<file path="src/design/cbf_regs.svh">
// Function
// - wake detection uses the line filter when enabled, else bypasses it
// - phase two length is field value plus one quanta
// - phase two is programmed when selected, else max of phase one and IPT
// - sample line three times at sample point when set, else once
// - phase one length is field value plus one quanta
// - phase two not limited to phase one; programmed value used as is, derived automatically when not selected
// - bit timing writes taken only in configuration mode 100
// - timing bits 31 to 23 and 21 to 19 read as zero
// - a filter takes part in matching only while enabled
// - each filter applies the mask chosen by its mask select field
// - accepted message goes to the fifo numbered by fifo select
// - filter byte holds enable, mask select, fifo select; 11 on top
// - mask and fifo select writable only while filter enable is zero
// - requested mode 100 enters configuration, reported once entered
`ifndef CBF_REGS_SVH
`define CBF_REGS_SVH

// register byte addresses
`define CBF_ADDR_CTRL 8'h00
`define CBF_ADDR_TIMING 8'h04
`define CBF_ADDR_FILTER 8'h08

// control register fields
`define CBF_CT_REQ 26:24
`define CBF_CT_CUR 23:21

// bit timing register fields
`define CBF_TM_WAKE 22
`define CBF_TM_PH2 18:16
`define CBF_TM_FREE 15
`define CBF_TM_TRIPLE 14
`define CBF_TM_PH1 13:11
`define CBF_TM_PROP 10:8
`define CBF_TM_SJW 7:6
`define CBF_TM_PRESC 5:0

// filter control: one byte per filter, first filter number
`define CBF_FLT_FIRST 4'h8
`define CBF_FLT_ON 7
`define CBF_FLT_MASK 6:5
`define CBF_FLT_FIFO 4:0

// mode codes and reset values
`define CBF_MODE_CONFIG 3'h4
`define CBF_MODE_RSVD_A 3'h5
`define CBF_MODE_RSVD_B 3'h6
`define CBF_RST_MODE 3'h4
`define CBF_RST_TIMING 20'h0_0000
`define CBF_RST_FILTER 8'h00

// timing counts
`define CBF_IPT_QUANTA 4'h2
`define CBF_WAKE_FILT_CYCLES 4'h8

`endif

</file>
<file path="src/design/cbf_pkg.sv">
package cbf_pkg;

  typedef struct packed {
    logic wakeLineFilterEn;
    logic [2:0] phaseTwoLength;
    logic phaseTwoFreeSelect;
    logic tripleBitSampling;
    logic [2:0] phaseOneLength;
    logic [2:0] propSegLength;
    logic [1:0] resyncJumpWidth;
    logic [5:0] prescalerValue;
  } cbf_timing_t;

  typedef struct packed {
    logic filterOn;
    logic [1:0] maskChoice;
    logic [4:0] fifoTarget;
  } cbf_filter_t;

  typedef struct packed {
    logic [7:0] addr;
    logic [31:0] wrData;
    logic wrStb;
    logic rdStb;
  } cbf_bus_req_t;

  typedef enum logic [1:0] {
    SEG_SYNC,
    SEG_PROP,
    SEG_PH1,
    SEG_PH2
  } cbf_seg_t;

endpackage

</file>
<file path="src/design/cbf_line_sync.sv">
`timescale 1ns/1ps
`include "cbf_regs.svh"
module cbf_line_sync import cbf_pkg::*; (
  // clock and reset
  input wire logic clk,
  input wire logic rst,
  // line pin and setup
  input wire logic canRx,
  input wire logic wakeLineFilterEn,
  // conditioned line and wake event
  output logic rxLevel,
  output logic wakeEvent
);

  logic sync1_ff, sync2_ff, sync3_ff;
  logic rxLevel_ff, nxt_rxLevel;
  logic [3:0] lowCnt_ff, nxt_lowCnt;
  logic wakeEvent_ff, nxt_wakeEvent;
  wire rawFall;
  wire filtHit;

  // level accepted once second and third stages agree
  assign nxt_rxLevel = (sync2_ff == sync3_ff) ? sync3_ff : rxLevel_ff;
  assign rawFall = rxLevel_ff & ~nxt_rxLevel;
  assign filtHit = ~rxLevel_ff &
    (lowCnt_ff == `CBF_WAKE_FILT_CYCLES - 4'h1);
  assign nxt_lowCnt = rxLevel_ff ? 4'h0 :
    (lowCnt_ff == `CBF_WAKE_FILT_CYCLES) ? lowCnt_ff : lowCnt_ff + 4'h1;
  assign nxt_wakeEvent = wakeLineFilterEn ? filtHit : rawFall;

  always_ff @(posedge clk) begin
    if (rst) begin
      sync1_ff <= 1'b1;
      sync2_ff <= 1'b1;
      sync3_ff <= 1'b1;
      rxLevel_ff <= 1'b1;
      lowCnt_ff <= 4'h0;
      wakeEvent_ff <= 1'b0;
    end else begin
      sync1_ff <= canRx;
      sync2_ff <= sync1_ff;
      sync3_ff <= sync2_ff;
      rxLevel_ff <= nxt_rxLevel;
      lowCnt_ff <= nxt_lowCnt;
      wakeEvent_ff <= nxt_wakeEvent;
    end
  end

  assign rxLevel = rxLevel_ff;
  assign wakeEvent = wakeEvent_ff;

endmodule

</file>
<file path="src/design/cbf_bit_timer.sv">
`timescale 1ns/1ps
`include "cbf_regs.svh"
module cbf_bit_timer import cbf_pkg::*; (
  // clock and reset
  input wire logic clk,
  input wire logic rst,
  // segment setup
  input wire cbf_timing_t cfg,
  input wire logic [3:0] phaseTwoLen,
  // quantum and bit events
  output logic quantumTick,
  output logic samplePoint,
  output logic bitEnd
);

  cbf_seg_t seg_ff, nxt_seg;
  logic [6:0] prescCnt_ff, nxt_prescCnt;
  logic [3:0] segCnt_ff, nxt_segCnt;
  logic [3:0] segLen;
  logic quantumTick_ff, samplePoint_ff, bitEnd_ff;
  wire tqLast;
  wire segLast;

  assign tqLast = prescCnt_ff == {1'b0, cfg.prescalerValue};
  assign nxt_prescCnt = tqLast ? 7'h00 : prescCnt_ff + 7'h01;
  assign segLast = tqLast & (segCnt_ff == segLen - 4'h1);
  assign nxt_segCnt = segLast ? 4'h0 :
    tqLast ? segCnt_ff + 4'h1 : segCnt_ff;

  // segment lengths in quanta
  always_comb begin
    nxt_seg = seg_ff;
    segLen = 4'h1;
    case (seg_ff)
      SEG_SYNC: begin
        segLen = 4'h1;
        if (segLast) nxt_seg = SEG_PROP;
      end
      SEG_PROP: begin
        segLen = {1'b0, cfg.propSegLength} + 4'h1;
        if (segLast) nxt_seg = SEG_PH1;
      end
      SEG_PH1: begin
        segLen = {1'b0, cfg.phaseOneLength} + 4'h1;
        if (segLast) nxt_seg = SEG_PH2;
      end
      SEG_PH2: begin
        segLen = phaseTwoLen;
        if (segLast) nxt_seg = SEG_SYNC;
      end
      default: begin
        segLen = 4'h1;
        nxt_seg = SEG_SYNC;
      end
    endcase
  end

  always_ff @(posedge clk) begin
    if (rst) begin
      seg_ff <= SEG_SYNC;
      prescCnt_ff <= 7'h00;
      segCnt_ff <= 4'h0;
      quantumTick_ff <= 1'b0;
      samplePoint_ff <= 1'b0;
      bitEnd_ff <= 1'b0;
    end else begin
      seg_ff <= nxt_seg;
      prescCnt_ff <= nxt_prescCnt;
      segCnt_ff <= nxt_segCnt;
      quantumTick_ff <= tqLast;
      samplePoint_ff <= segLast & (seg_ff == SEG_PH1);
      bitEnd_ff <= segLast & (seg_ff == SEG_PH2);
    end
  end

  assign quantumTick = quantumTick_ff;
  assign samplePoint = samplePoint_ff;
  assign bitEnd = bitEnd_ff;

endmodule

</file>
<file path="src/design/cbf_top.sv">
// The address-and-strobe port and the placing of the registers were left to the implementer.
`timescale 1ns/1ps
`include "cbf_regs.svh"
module cbf_top import cbf_pkg::*; (
  // clock and reset
  input wire logic clk,
  input wire logic rst,
  // register bus
  input wire cbf_bus_req_t busReq,
  output logic [31:0] rdData,
  // can line
  input wire logic canRx,
  // match engine
  input wire logic hitValid,
  input wire logic [3:0] filterHit,
  // bit timing outputs
  output logic sampledBit,
  output logic sampleStrobe,
  output logic bitBoundary,
  output logic wakeEvent,
  output logic [3:0] phaseTwoEff,
  // mode and filter outputs
  output logic [2:0] currentOpState,
  output logic [3:0] filterOn,
  output logic [7:0] maskChoice,
  output logic [19:0] fifoTarget,
  output logic storeValid,
  output logic [4:0] storeFifo,
  output logic [1:0] storeMask,
  output logic [3:0] storeFilter
);

  // lowest enabled hit, index plus found flag
  function automatic logic [2:0] firstHit(input logic [3:0] hits);
    logic [2:0] res;
    res = 3'h0;
    for (int k = 3; k >= 0; k--) begin
      if (hits[k]) res = {1'b1, 2'(k)};
    end
    return res;
  endfunction

  // mode codes that are not entered
  function automatic logic isReserved(input logic [2:0] mode);
    return (mode == `CBF_MODE_RSVD_A) || (mode == `CBF_MODE_RSVD_B);
  endfunction

  function automatic logic majority3(input logic a, input logic b,
                                     input logic c);
    return (a & b) | (a & c) | (b & c);
  endfunction

  cbf_timing_t timing_ff;
  cbf_filter_t filter_ff [3:0];
  logic [2:0] reqMode_ff;
  logic [2:0] curMode_ff, nxt_curMode;
  logic [31:0] rdData_ff, nxt_rdData;
  logic [3:0] phaseTwoEff_ff, nxt_phaseTwoEff;
  logic [1:0] hist_ff;
  logic sampledBit_ff, nxt_sampledBit;
  logic storeValid_ff;
  logic [4:0] storeFifo_ff;
  logic [1:0] storeMask_ff;
  logic [3:0] storeFilter_ff;
  logic rxLevel;
  logic quantumTick;
  logic samplePoint;
  logic bitEnd;

  wire selCtrl;
  wire selTiming;
  wire selFilter;
  wire inConfig;
  wire wrTiming;
  wire wrFilter;
  wire [31:0] ctrlWord;
  wire [31:0] timingWord;
  wire [31:0] filterWord;
  wire [3:0] phaseOneQuanta;
  wire [3:0] phaseTwoQuanta;
  wire [3:0] enabledHits;
  wire [2:0] pick;
  wire modeStep;

  // address decode
  assign selCtrl = busReq.addr == `CBF_ADDR_CTRL;
  assign selTiming = busReq.addr == `CBF_ADDR_TIMING;
  assign selFilter = busReq.addr == `CBF_ADDR_FILTER;
  assign inConfig = curMode_ff == `CBF_MODE_CONFIG;
  assign wrTiming = busReq.wrStb & selTiming & inConfig;
  assign wrFilter = busReq.wrStb & selFilter;

  // read words
  assign ctrlWord = {5'h00, reqMode_ff, curMode_ff, 21'h00_0000};
  assign timingWord = {9'h000, timing_ff.wakeLineFilterEn, 3'h0,
    timing_ff.phaseTwoLength, timing_ff.phaseTwoFreeSelect,
    timing_ff.tripleBitSampling, timing_ff.phaseOneLength,
    timing_ff.propSegLength, timing_ff.resyncJumpWidth,
    timing_ff.prescalerValue};
  assign filterWord = {filter_ff[3], filter_ff[2], filter_ff[1],
    filter_ff[0]};
  assign nxt_rdData = !busReq.rdStb ? 32'h0000_0000 :
    selCtrl ? ctrlWord :
    selTiming ? timingWord :
    selFilter ? filterWord : 32'h0000_0000;

  // effective phase two length
  assign phaseOneQuanta = {1'b0, timing_ff.phaseOneLength} + 4'h1;
  assign phaseTwoQuanta = {1'b0, timing_ff.phaseTwoLength} + 4'h1;
  assign nxt_phaseTwoEff = timing_ff.phaseTwoFreeSelect ? phaseTwoQuanta :
    (phaseOneQuanta > `CBF_IPT_QUANTA) ? phaseOneQuanta :
    `CBF_IPT_QUANTA;

  // sample point value, single or majority of three quanta
  assign nxt_sampledBit = !samplePoint ? sampledBit_ff :
    timing_ff.tripleBitSampling ?
    majority3(hist_ff[1], hist_ff[0], rxLevel) : rxLevel;

  // mode tracking, config left at once, entered at a bit boundary
  assign modeStep = (curMode_ff != reqMode_ff) &&
    !isReserved(reqMode_ff) && (inConfig || bitEnd);
  assign nxt_curMode = modeStep ? reqMode_ff : curMode_ff;

  // acceptance
  assign enabledHits = {filter_ff[3].filterOn, filter_ff[2].filterOn,
    filter_ff[1].filterOn, filter_ff[0].filterOn} & filterHit;
  assign pick = firstHit(enabledHits);

  always_ff @(posedge clk) begin
    if (rst) begin
      rdData_ff <= 32'h0000_0000;
    end else begin
      rdData_ff <= nxt_rdData;
    end
  end

  always_ff @(posedge clk) begin
    if (rst) begin
      reqMode_ff <= `CBF_RST_MODE;
      curMode_ff <= `CBF_RST_MODE;
    end else begin
      if (busReq.wrStb && selCtrl) begin
        reqMode_ff <= busReq.wrData[`CBF_CT_REQ];
      end
      curMode_ff <= nxt_curMode;
    end
  end

  always_ff @(posedge clk) begin
    if (rst) begin
      timing_ff <= `CBF_RST_TIMING;
    end else if (wrTiming) begin
      timing_ff.wakeLineFilterEn <= busReq.wrData[`CBF_TM_WAKE];
      timing_ff.phaseTwoLength <= busReq.wrData[`CBF_TM_PH2];
      timing_ff.phaseTwoFreeSelect <= busReq.wrData[`CBF_TM_FREE];
      timing_ff.tripleBitSampling <= busReq.wrData[`CBF_TM_TRIPLE];
      timing_ff.phaseOneLength <= busReq.wrData[`CBF_TM_PH1];
      timing_ff.propSegLength <= busReq.wrData[`CBF_TM_PROP];
      timing_ff.resyncJumpWidth <= busReq.wrData[`CBF_TM_SJW];
      timing_ff.prescalerValue <= busReq.wrData[`CBF_TM_PRESC];
    end
  end

  // filter bytes, 8 to 11 from low byte up
  for (genvar i = 0; i < 4; i++) begin : gFilt
    wire [7:0] wrByte = busReq.wrData[8*i +: 8];
    always_ff @(posedge clk) begin
      if (rst) begin
        filter_ff[i] <= `CBF_RST_FILTER;
      end else if (wrFilter) begin
        filter_ff[i].filterOn <= wrByte[`CBF_FLT_ON];
        if (!filter_ff[i].filterOn) begin
          filter_ff[i].maskChoice <= wrByte[`CBF_FLT_MASK];
          filter_ff[i].fifoTarget <= wrByte[`CBF_FLT_FIFO];
        end
      end
    end
    assign maskChoice[2*i +: 2] = filter_ff[i].maskChoice;
    assign fifoTarget[5*i +: 5] = filter_ff[i].fifoTarget;
    assign filterOn[i] = filter_ff[i].filterOn;
  end

  always_ff @(posedge clk) begin
    if (rst) begin
      phaseTwoEff_ff <= 4'h1;
      hist_ff <= 2'h3;
      sampledBit_ff <= 1'b1;
    end else begin
      phaseTwoEff_ff <= nxt_phaseTwoEff;
      if (quantumTick) begin
        hist_ff <= {hist_ff[0], rxLevel};
      end
      sampledBit_ff <= nxt_sampledBit;
    end
  end

  always_ff @(posedge clk) begin
    if (rst) begin
      storeValid_ff <= 1'b0;
      storeFifo_ff <= 5'h00;
      storeMask_ff <= 2'h0;
      storeFilter_ff <= 4'h0;
    end else begin
      storeValid_ff <= hitValid & pick[2];
      if (hitValid && pick[2]) begin
        storeFifo_ff <= filter_ff[pick[1:0]].fifoTarget;
        storeMask_ff <= filter_ff[pick[1:0]].maskChoice;
        storeFilter_ff <= `CBF_FLT_FIRST + {2'h0, pick[1:0]};
      end
    end
  end

  cbf_line_sync uLine (
    .clk(clk),
    .rst(rst),
    .canRx(canRx),
    .wakeLineFilterEn(timing_ff.wakeLineFilterEn),
    .rxLevel(rxLevel),
    .wakeEvent(wakeEvent)
  );

  cbf_bit_timer uTimer (
    .clk(clk),
    .rst(rst),
    .cfg(timing_ff),
    .phaseTwoLen(phaseTwoEff_ff),
    .quantumTick(quantumTick),
    .samplePoint(samplePoint),
    .bitEnd(bitEnd)
  );

  assign rdData = rdData_ff;
  assign sampledBit = sampledBit_ff;
  assign sampleStrobe = samplePoint;
  assign bitBoundary = bitEnd;
  assign phaseTwoEff = phaseTwoEff_ff;
  assign currentOpState = curMode_ff;
  assign storeValid = storeValid_ff;
  assign storeFifo = storeFifo_ff;
  assign storeMask = storeMask_ff;
  assign storeFilter = storeFilter_ff;

endmodule

</file>
<file path="config.mk">
export PLATFORM = sky130hd
export DESIGN_NAME = cbf_top
export DESIGN_NICKNAME = d
export VERILOG_FILES = /design/src/design/cbf_pkg.sv /design/src/design/cbf_line_sync.sv /design/src/design/cbf_bit_timer.sv /design/src/design/cbf_top.sv
export VERILOG_INCLUDE_DIRS = /design/src /design/src/design
export SDC_FILE = /design/constraint.sdc
export NUM_CORES = 1
export LEC_CHECK = 0
export BUFFER_PORTS_ARGS = -buffer_cell sky130_fd_sc_hd__buf_2
export CAP_MARGIN = 20
export CORE_AREA = 2 2 153 110
export DETAILED_ROUTE_END_ITERATION = 7
export DIE_AREA = 0 0 155 112
export PLACE_DENSITY = 0.54
export SYNTH_ARGS = -nofsm -noshare
export SYNTH_HDL_FRONTEND = slang
export SYNTH_SLANG_ARGS = --single-unit
</file>
<file path="constraint.sdc">
create_clock -name clk -period 2.9 [get_ports clk]
set_input_delay 0.29 -clock clk [delete_from_list [all_inputs] [get_ports clk]]
set_output_delay 0.29 -clock clk [all_outputs]
set_load 0.02 [all_outputs]
</file>
==> results.txt, run 1 <==
Counting instances in the post-synthesis netlist gives the leading cell types as sky130_fd_sc_hd__dfxtp_1, sky130_fd_sc_hd__nor2_1, sky130_fd_sc_hd__mux2i_1. The number of global-route vias before repair is 4115. The first-pass iteration count of the detailed router came out at 6. After floorplanning, the core was divided into 39 placement rows. The count of maximum capacitance violations is 0. The synthesized netlist cell count is 490.

The total area of multi-input combinational cells came out at between 0.002 and 0.0025 mm2. Summed over all instances, the cell type with the most area after synthesis is sky130_fd_sc_hd__dfxtp_1. The clock tree root driver cell is sky130_fd_sc_hd__clkbuf_16. The initial antenna violation count came out at 0. The accumulated negative setup slack came out at 0 ps. The largest net degree at the start of global routing came out at 26. The total cell area at the placement stage came out at 0.00639 mm2. The vertical die dimension came out at 112 um. By area the synthesized netlist is led by sky130_fd_sc_hd__dfxtp_1, sky130_fd_sc_hd__edfxtp_1, sky130_fd_sc_hd__mux2i_1, sky130_fd_sc_hd__and2_1, sky130_fd_sc_hd__nor2_1. The post-detailed-route DRC marker count came out at 0. The routed length per instance came out at around 18 um. Among the stages of the critical path, the cell type that occurs most often is sky130_fd_sc_hd__ha_1. The final RePlAce weighted congestion came out at roughly 0.82. The count of flip-flops with a built-in enable after synthesis is 32.

Of the available clock period, the critical path in the final layout requires 0.915. In the post-synthesis netlist, the cell with the most instances is sky130_fd_sc_hd__dfxtp_1. The level count of the clock H-tree is 4. Clock latency on the worst-skew pair, taken at its later pin, is 410 ps. The worst slew margin relative to its limit is 0.378. The worst reg-to-reg setup slack is 250 ps.

Once detail routing completed, the nets flagged for antenna violations numbered 0. Counting every net in the synthesized netlist gives 553. The largest stage delay on the critical path came out at 350 ps. The number of pins with negative max-slew slack in the final report is 0. The number of antenna repair diodes is 0. Total power for the finished layout comes to 4.61 mW. For the final database, setup skew stands at 11.0 ps. Among all flip-flop cells after synthesis, the most frequent one is sky130_fd_sc_hd__dfxtp_1. Data arrives at the worst endpoint at 2940 ps.

The total detailed-routing wirelength came out at between 15 and 20 mm. The critical path goes through inv_1 -> ha_1 -> nor2b_1 -> a2111oi_4 -> ha_1 -> xor2_1 -> nand3_2 -> o31a_1 -> o311a_1. The average cell area after synthesis came out at 11.1 um2. The initial DRC count came out at 169.

The sequential cell area came out at 0.00298 mm2. The die width is between 150 and 200 um. The core region is 0.0160 mm2. Setup violations remaining at the end of the flow were counted as 0. The initial cell density of the core came out at 0.341. Setup repair after global routing left no endpoint under its margin. The total overflow left after global routing is 0. The fmax came out at 377 MHz. The async set-or-reset flop fraction in the synthesized netlist is 0. The category of the most critical setup path is flop to flop. The number of vias per cell is 4.82. The static leakage power is 3.15 nW. Of all nets on the critical path, the largest fanout is 7. The cell at the slowest stage of the critical path is sky130_fd_sc_hd__dfxtp_1. Of the post-synthesis cell area, the dominant cell type holds 0.371.

The area growth from synthesis to layout is 28.0%. The cell area that synthesis handed to floorplanning was 0.00545 mm2. The part of the Yosys area used for sequential elements is 0.548. Data on the critical path is required at its endpoint by about 3200 ps. STA classifies the critical path endpoint as a flop. The clock tree from TritonCTS is done.

The total power density per cell area is 662 mW/mm2. The final instance area came out at 0.00697 mm2. The worst setup path is launched from a flop.

The min-delay analysis places its worst path in the category input port to flop. For the pin with the worst max-slew slack, the measured transition is 924 ps. The run finished with clean final reports. The synthesized netlist contains 49 unique library cells. The sink count of the clock tree is between 100 and 150. The TritonCTS buffer count came out at 17. In this run the tool buffered the top-level ports with about 140 buffer cells. Yosys printed 0 warnings. The number of hold violations in the final report was 0. The global-route total usage across every layer came out at 0.178. After clock tree synthesis, the clock-pin slew on the worst setup and hold paths is 60 ps. The net count of the finished layout came out at 698.

The worst-case vdd ir drop is 0.315 mV. Summing over every cut layer, the via total after detailed routing is slightly above 4000. After synthesis the netlist holds a flip-flop and latch count of 133.

In the final layout, the share of cells above drive strength 1 is 0.300. The maximum number of buffers from clock root to sink came out at 2. The wire length of the first global-routing pass is 23.3 mm. The post-CTS setup-driven buffer insertion count came out at 0. The clock period could shrink to 2650 ps. During I/O placement, the number of pins put on the boundary was 137. The HPWL reported at the end of detailed placement came out at between 10 and 15 mm. The area of the die is 0.0174 mm2. The layout has 1549 filler cells.
-- cell type report --
cell class,count,area share
flip-flops and latches,133,0.428
multi-input cells,324,0.338
repair buffers,148,0.111
clock buffers,18,0.0616
well taps,205,0.0368
clock inverters,13,0.0188
inverters,11,0.00592
-- layout by cell type, fill, tap and decap left out, drive strengths merged, types with 7 or more instances in the layout --
master and n:
buf 147, dfxtp 101, nor2 62, mux2i 61, and2 40, edfxtp 32
a22o 26, clkbuf 19, xor2 16, inv 14, nand2 13, ha 13
a21oi 12, xnor2 10, nand3 7, o21ai 7, clkinv 7
-- worst paths after layout --
| check | end | depth (start not counted) | startpoint |
|---|---|---|---|
| worst min register to register | uLine.sync2_ff$_SDFF_PP1_ | 1 | uLine.sync1_ff$_SDFF_PP1_ |
| worst max register to register | uTimer.seg_ff[0]$_SDFFE_PP0P_ | 9 | uTimer.seg_ff[0]$_SDFFE_PP0P_ |
| worst min-delay path | uLine.sync1_ff$_SDFF_PP1_ | 2 | canRx |
| worst max-delay path | uTimer.seg_ff[0]$_SDFFE_PP0P_ | 9 | uTimer.seg_ff[0]$_SDFFE_PP0P_ |
-- state kept, by name, indices dropped and copies added, names as in the netlist, 2 cells and up --
signal and cells:
storeFilter 3, uTimer.prescCnt_ff 7, uTimer.seg_ff 2, storeFifo 5
filter_ff 32, reqMode_ff 3, uTimer.segCnt_ff 4, uLine.lowCnt_ff 4
phaseTwoEff 4, timingWord 20, hist_ff 2, rdData 32
storeMask 2, currentOpState 3
-- worst max-delay path, delay by kind of cell (launching register included) --
| family | cells | cell delay (ps) |
|---|---|---|
| AOI/OAI and AO/OA | 3 | 950 |
| xor gates and xnor gates | 1 | 210 |
| adders and majority gates | 2 | 600 |
| buffers and inverters | 1 | 100 |
| DFF | 1 | 350 |
| and+or+nand+nor | 2 | 310 |
-- where the power goes --
group | total [mW] | leakage, nW | switching, mW | internal [mW]
clock network | 2.07 | 0.280 | 0.809 | 1.26
logic | 0.550 | 1.72 | 0.308 | 0.242
registers | 2.00 | 1.16 | 0.0512 | 1.95
-- cells by family after synthesis --
logic type	after synthesis	share of synthesized area
AND/OR/NAND/NOR	163	0.160
flip-flops	133	0.548
multiplexers	61	0.112
AO/OA/AOI/OAI	60	0.0839
buffers and inverters	33	0.0237
XOR/XNOR	26	0.0418
adder cells (fa/ha/maj)	13	0.0299
other	1	0.000689
-- layer usage --
| metal | vias to the layer above | routed length, um | global-route usage |
|---|---|---|---|
| met4 | 0 | 61 | 0.0426 |
| met3 | 7 | 720 | 0.0483 |
| met2 | 118 | 6650 | 0.269 |
| met5 | - | 0 | 0 |
| met1 | 1967 | 7620 | 0.254 |
| li1 | 2012 | - | - |
-- through the flow --
stage / utilization / hold WS (ps) / instances / setup WS, ps
CTS: 0.435 / 45.5 / 851 / 137
global route: 0.437 / 38.1 / 852 / 93.5
floorplan: - / 387 / 490 / 398
global placement: 0.400 / 392 / 820 / 268
finish: 0.437 / 58.0 / 852 / 246
detailed placement: 0.400 / 402 / 820 / 149
-- what timing repair did --
| action | in CTS | in global routing |
|---|---|---|
| endpoints found under the hold margin | 0 | 0 |
| resized for setup | 0 | 2 |
| hold buffers | 0 | 0 |
| setup endpoints to repair | 0 | 5 |
Power figures use the tool's default switching activity.
==> run 2, diff against run 1 <==
--- a/config.mk
+++ b/config.mk
@@ -12,6 +12,7 @@
 export DETAILED_ROUTE_END_ITERATION = 7
 export DIE_AREA = 0 0 155 112
 export PLACE_DENSITY = 0.54
+export RECOVER_POWER = 50
 export SYNTH_ARGS = -nofsm -noshare
 export SYNTH_HDL_FRONTEND = slang
 export SYNTH_SLANG_ARGS = --single-unit
==> results.txt, run 2 (synthesized netlist as in run 1, its figures left out) <==
The final instance area is 0.00687 mm2 (-1.5%). The worst slew margin relative to its limit was 0.180 (-0.198). The overall overflow remaining after global route came out at 0 (unchanged). The run finished with clean final reports.

The I/O pin total is 137 (unchanged). The category of the most critical setup path is flop to flop. The number of placement rows is 39 (unchanged). The total detailed-routing wirelength was 15.1 mm (+0.31%).

The vertical die dimension came out at 112 um (unchanged). The first-pass iteration count of the detailed router was 4 (-2). The sink count of the clock tree is 133 (unchanged). The worst hold path terminates at uLine.sync1_ff$_SDFF_PP1_.

In this run the worst hold path is classified as input port to flop. The net count of the finished layout is 698 (unchanged). The via count is 4120 (+0.39%). The library cells used most frequently in the layout, excluding fill and tap cells, are sky130_fd_sc_hd__dfxtp_1, sky130_fd_sc_hd__clkbuf_1, sky130_fd_sc_hd__nor2_1. The maximum number of buffers from clock root to sink is 2 (unchanged).

The hold buffer count at cts is 0 (unchanged). The HPWL reported at the end of detailed placement came out at 11.4 mm (unchanged). The number of cells after detailed placement came to 820 (unchanged).

The wire length of the first global-routing pass is 23.3 mm (unchanged). The static leakage power came out at 2.84 nW (-10%). The area of the die came out at 0.0174 mm2 (unchanged). The initial cell density of the core came out at 0.341 (unchanged). The number of pins with negative max-slew slack in the final report came out at 0 (unchanged). The largest net degree at the start of global routing is 26 (unchanged). The initial DRC count came out at 188 (+11%).

The logic depth of the worst register-to-register path came to 9 (unchanged). The number of antenna repair diodes is 0 (unchanged). The post-CTS setup-driven buffer insertion count is 0 (unchanged).

The worst setup path is captured at a flop. The routed length per instance came out at 17.7 um (+0.31%). The level count of the clock H-tree came out at 4 (unchanged).

The beginning of the worst hold path is canRx. The post-route antenna net violation count came to 0 (unchanged). The number of hold violations in the final report came out at 0 (unchanged). The placeable core region is 0.0160 mm2 (unchanged). Setup repair after global routing left no endpoint under its margin. The post-detailed-route DRC marker count is 0 (unchanged). The global-route total usage across every layer came to 0.178 (unchanged). STA classifies the critical path startpoint as a flop. The area growth from synthesis to layout is 26.1%. The slew at the pin closest to its max-slew limit came out at 1230 ps (+306 ps). The latest clock arrival within the worst-skew pair came to 410 ps (about the same).

The fraction of final layout cells sized beyond drive strength 1 is 0.179 (-0.121). The CTS clock-pin slew for the worst setup and hold paths is 60 ps (about the same). The critical path arrival is 2940 ps (about the same).

The largest fanout on the critical path is 5 (-2). The TritonCTS buffer count came out at 17 (unchanged). Leaving out fill and tap cells, the most frequent cell in the layout is sky130_fd_sc_hd__dfxtp_1. The accumulated negative setup slack is 0 ps (unchanged).

In this run the critical register-to-register path is captured at uTimer.seg_ff[0]$_SDFFE_PP0P_. The shortest clock period the worst path allows after layout is 2650 ps (-2.57 ps). TritonCTS built the clock tree. The worst reg-to-reg setup slack came out at 250 ps (about the same). The initial antenna violation count is 0 (unchanged).

The share of the cycle needed by the critical path after routing is 0.914 (about the same). The final RePlAce weighted congestion was 0.824 (unchanged). The startpoint of the lowest-slack register-to-register path is uTimer.seg_ff[1]$_SDFFE_PP0P_. The worst hold path depth is 2 (unchanged). The fmax is 377 MHz (about the same).

The number of standard cells in the layout, taps in and fillers out is 852 (unchanged). The worst-case vdd ir drop came out at 0.318 mV (+0.81%). The count of maximum capacitance violations is 0 (unchanged).

The total of endpoints with negative setup slack in the final report came out at 0 (unchanged). The die width was 155 um (unchanged). The number of vias per cell came out at 4.84 (+0.39%). The number of global-route vias before repair came out at 4115 (unchanged).

The total cell area at the placement stage is 0.00639 mm2 (unchanged). Clock tree synthesis selected as its root buffer the cell sky130_fd_sc_hd__clkbuf_16. The count of input and output buffers came out at 135 (unchanged).

The total power density per cell area was 670 mW/mm2 (+1.3%). The required time at the endpoint of the critical path came to 3190 ps (about the same). The setup skew after layout came out at 10.7 ps (-0.308 ps).
run 2: cell types whose count changed in the layout (fill, tap and decap cells not counted), sizes merged:
| cell | previous run | this run |
|---|---|---|
| buf | 147 | 69 |
| clkbuf | 19 | 97 |
run 2: timing repair:
action,4_1_cts,5_1_grt
endpoints found under the hold margin,0,0
resized for setup,0,2
setup endpoints to repair,0,5
run 2: area by class of cell:
| class | instances | area (um2) |
|---|---|---|
| multi-input cells | 324 | 2360 |
| clock buffers | 18 | 429 |
| well taps | 205 | 256 |
| clock inverters | 13 | 131 |
| flip-flops and latches | 133 | 2980 |
| repair buffers | 148 | 668 |
| inverters | 11 | 41.3 |
| fillers | 1584 | 9090 |
run 2: routing by layer:
layer | global-route usage | wire length [um]
met1 | 0.254 | 7670
met2 | 0.269 | 6690
met3 | 0.0483 | 685
met4 | 0.0426 | 51
met5 | 0 | 0
run 2: worst max-delay path by stage:
stage / endpoint / startpoint / depth (start not counted)
final: uTimer.seg_ff[0]$_SDFFE_PP0P_ / uTimer.seg_ff[1]$_SDFFE_PP0P_ / 9
after global routing: uTimer.seg_ff[0]$_SDFFE_PP0P_ / uTimer.seg_ff[0]$_SDFFE_PP0P_ / 9
after CTS: uTimer.seg_ff[0]$_SDFFE_PP0P_ / uTimer.seg_ff[1]$_SDFFE_PP0P_ / 9
after detailed placement: uTimer.seg_ff[0]$_SDFFE_PP0P_ / uTimer.seg_ff[0]$_SDFFE_PP0P_ / 9
after global placement: uTimer.seg_ff[0]$_SDFFE_PP0P_ / uTimer.seg_ff[0]$_SDFFE_PP0P_ / 9
after floorplan: uTimer.seg_ff[0]$_SDFFE_PP0P_ / uTimer.seg_ff[1]$_SDFFE_PP0P_ / 9
run 2: worst max-delay path: stages, from the launching register on:
cell,delay (ps)
sky130_fd_sc_hd__dfxtp_1,370
sky130_fd_sc_hd__inv_1,100
sky130_fd_sc_hd__ha_1,240
sky130_fd_sc_hd__nor2b_1,170
sky130_fd_sc_hd__a2111oi_4,400
sky130_fd_sc_hd__ha_1,310
sky130_fd_sc_hd__xor2_1,210
sky130_fd_sc_hd__nand3_2,120
sky130_fd_sc_hd__o31a_1,310
sky130_fd_sc_hd__o311a_1,290
run 2: power by group:
part | internal (mW) | switching [mW]
Clock | 1.26 | 0.803
Combinational | 0.236 | 0.308
Sequential | 1.95 | 0.0517
Total | 3.44 | 1.16
run 2: per-stage QoR:
step | worst slack (ps) | total power, mW | hold WS (ps) | util
after floorplan | 398 | 2.41 | 387 | -
after detailed placement | 149 | 2.57 | 402 | 0.400
after global routing | 93.5 | 4.80 | 38.1 | 0.430
final | 249 | 4.60 | 62.2 | 0.430
after global placement | 268 | 2.55 | 392 | 0.400
after CTS | 137 | 4.64 | 45.5 | 0.435
==> run 3, diff against run 2 <==
--- a/config.mk
+++ b/config.mk
@@ -11,7 +11,7 @@
 export CORE_AREA = 2 2 153 110
 export DETAILED_ROUTE_END_ITERATION = 7
 export DIE_AREA = 0 0 155 112
-export PLACE_DENSITY = 0.54
+export PLACE_DENSITY_LB_ADDON = 0.12
 export RECOVER_POWER = 50
 export SYNTH_ARGS = -nofsm -noshare
 export SYNTH_HDL_FRONTEND = slang
==> results.txt, run 3 (synthesized netlist as in run 1, its figures left out) <==
The number of vias per cell was 4.87 (+0.63%). The share of the cycle needed by the critical path after routing is 0.936 (+0.0219). The number of pins with negative max-slew slack in the final report came out at 0 (unchanged). The clock tree from TritonCTS is done. The number of hold violations in the final report came out at 0 (unchanged). In the layout the commonest cells are sky130_fd_sc_hd__dfxtp_1, sky130_fd_sc_hd__clkbuf_1, sky130_fd_sc_hd__nor2_1.

The setup skew after layout came to 11.9 ps (+1.28 ps). The TritonCTS buffer count was 17 (unchanged). The overall overflow remaining after global route came out at 0 (unchanged). The placeable core region came to 0.0160 mm2 (unchanged). The vertical die dimension came out at 112 um (unchanged). The static leakage power is 2.80 nW (-1.2%).

The number of placement rows came out at 39 (unchanged). The total of endpoints with negative setup slack in the final report came out at 0 (unchanged). The post-route antenna net violation count came out at 0 (unchanged). The count of maximum capacitance violations came out at 0 (unchanged). The number of antenna repair diodes is 0 (unchanged).

The routed length per instance came out at 18.3 um (+3.4%). The HPWL reported at the end of detailed placement is 11.4 mm (+0.26%). The total power density per cell area was 670 mW/mm2 (about the same). The worst setup path is captured at a flop.

The post-detailed-route DRC marker count came out at 0 (unchanged). The number of global-route vias before repair is 4040 (-1.8%). The accumulated negative setup slack is 0 ps (unchanged). The worst setup path is launched from a flop. The CTS clock-pin slew for the worst setup and hold paths came out at 60 ps (about the same). The final RePlAce weighted congestion came to 0.812 (-1.4%). The required time at the endpoint of the critical path is 3190 ps (about the same). The latest clock arrival within the worst-skew pair is 410 ps (about the same). The die width came out at 155 um (unchanged). The largest fanout on the critical path is 7 (+2). The fraction of final layout cells sized beyond drive strength 1 was 0.164 (-0.0152). The via count came out at 4141 (+0.51%). The sink count of the clock tree is 133 (unchanged). The count of input and output buffers came out at 135 (unchanged). The worst-case vdd ir drop was 0.314 mV (-1.1%). The I/O pin total is 137 (unchanged). The hold buffer count at cts came out at 0 (unchanged).

The shortest clock period the worst path allows after layout came out at 2710 ps (+63.6 ps). The first-pass iteration count of the detailed router came to 5 (+1). The tightest min-delay check is of the input port to flop type. The level count of the clock H-tree came out at 4 (unchanged). The area of the die came out at 0.0174 mm2 (unchanged). The worst path setup slack after routing came out at 185 ps (-63.6 ps). The number of standard cells in the layout, taps in and fillers out came out at 851 (-0.12%).

Setup repair after global routing left no endpoint under its margin. The number of cells after detailed placement came out at 820 (unchanged). The wire length of the first global-routing pass is 23.7 mm (+1.5%). The maximum number of buffers from clock root to sink is 2 (unchanged). The initial cell density of the core is 0.341 (unchanged). The area growth from synthesis to layout was 26.0% (about the same).

The fmax came out at 368 MHz (-2.3%). The initial antenna violation count came out at 0 (unchanged). The root buffer cell chosen for the clock tree is sky130_fd_sc_hd__clkbuf_16. The total detailed-routing wirelength is 15.6 mm (+3.2%). The most common library cell in the layout ignoring fill and taps is sky130_fd_sc_hd__dfxtp_1. The slew at the pin closest to its max-slew limit came to 1400 ps (+172 ps).

The minimum setup slack after placement is 118 ps (-31.2 ps). The category of the most critical setup path is flop to flop. The final design utilization is 0.430 (about the same). The run finished with clean final reports.

The largest net degree at the start of global routing came to 32 (+23%). The initial DRC count came out at 221 (+18%). The net count of the finished layout is 697 (-0.14%). The worst slew margin relative to its limit is 0.0650 (-0.115).

The global-route total usage across every layer was 0.183 (+0.00553). The critical path arrival is 3010 ps (+70 ps).
run 3: changes by cell type in the layout (fill, tap and decap cells not counted), sizes merged:
| cell | change |
|---|---|
| clkbuf | +15 |
| clkinv | -5 |
| inv | -3 |
| buf | -6 |
| bufinv | -2 |
run 3: final timing paths:
kind                                                       to                           from  slack [ps]  depth (start not counted)
worst max register to register  uTimer.seg_ff[0]$_SDFFE_PP0P_  uTimer.seg_ff[0]$_SDFFE_PP0P_         190                          9
worst min register to register      uLine.sync2_ff$_SDFF_PP1_      uLine.sync1_ff$_SDFF_PP1_         410                          1
worst max-delay path            uTimer.seg_ff[0]$_SDFFE_PP0P_  uTimer.seg_ff[0]$_SDFFE_PP0P_         190                          9
worst min-delay path                uLine.sync1_ff$_SDFF_PP1_                          canRx          60                          2
run 3: critical path: stages, from the launching register on:
cell,delay (ps)
sky130_fd_sc_hd__dfxtp_1,380
sky130_fd_sc_hd__inv_1,120
sky130_fd_sc_hd__ha_1,300
sky130_fd_sc_hd__nor2b_1,190
sky130_fd_sc_hd__a2111oi_4,370
sky130_fd_sc_hd__ha_1,310
sky130_fd_sc_hd__xor2_1,210
sky130_fd_sc_hd__nand3_2,130
sky130_fd_sc_hd__o31a_1,310
sky130_fd_sc_hd__o311a_1,290
run 3: area by class of cell:
cell class,instances,area (um2)
inverter,11,41.3
sequential,133,2980
tap,205,256
multi-input combinational,324,2360
timing repair buffer,147,657
clock buffer,28,549
clock inverter,3,17.5
fill,1553,9090
run 3: where the power goes:
part	switching [mW]	internal, mW
clock network	0.760	1.28
logic	0.323	0.234
registers	0.0517	1.95
total	1.14	3.46
run 3: per-stage QoR:
| stage | instance area [um2] | power [mW] | hold WS [ps] |
|---|---|---|---|
| floorplan | 5450 | 2.41 | 387 |
| global placement | 6390 | 2.56 | 397 |
| detailed placement | 6390 | 2.58 | 398 |
| CTS | 6950 | 4.61 | 42.8 |
| global route | 6860 | 4.77 | 45.8 |
| finish | 6860 | 4.60 | 58.4 |
run 3: what timing repair did:
action	in CTS	in global routing
buffers inserted	0	0
gates resized for setup	0	2
setup endpoints to repair	0	7
run 3: metal layers:
metal  track usage  wire length [um]
met3        0.0545              1080
met2         0.272              6710
met5             0                 0
met1         0.261              7680
met4        0.0481               129
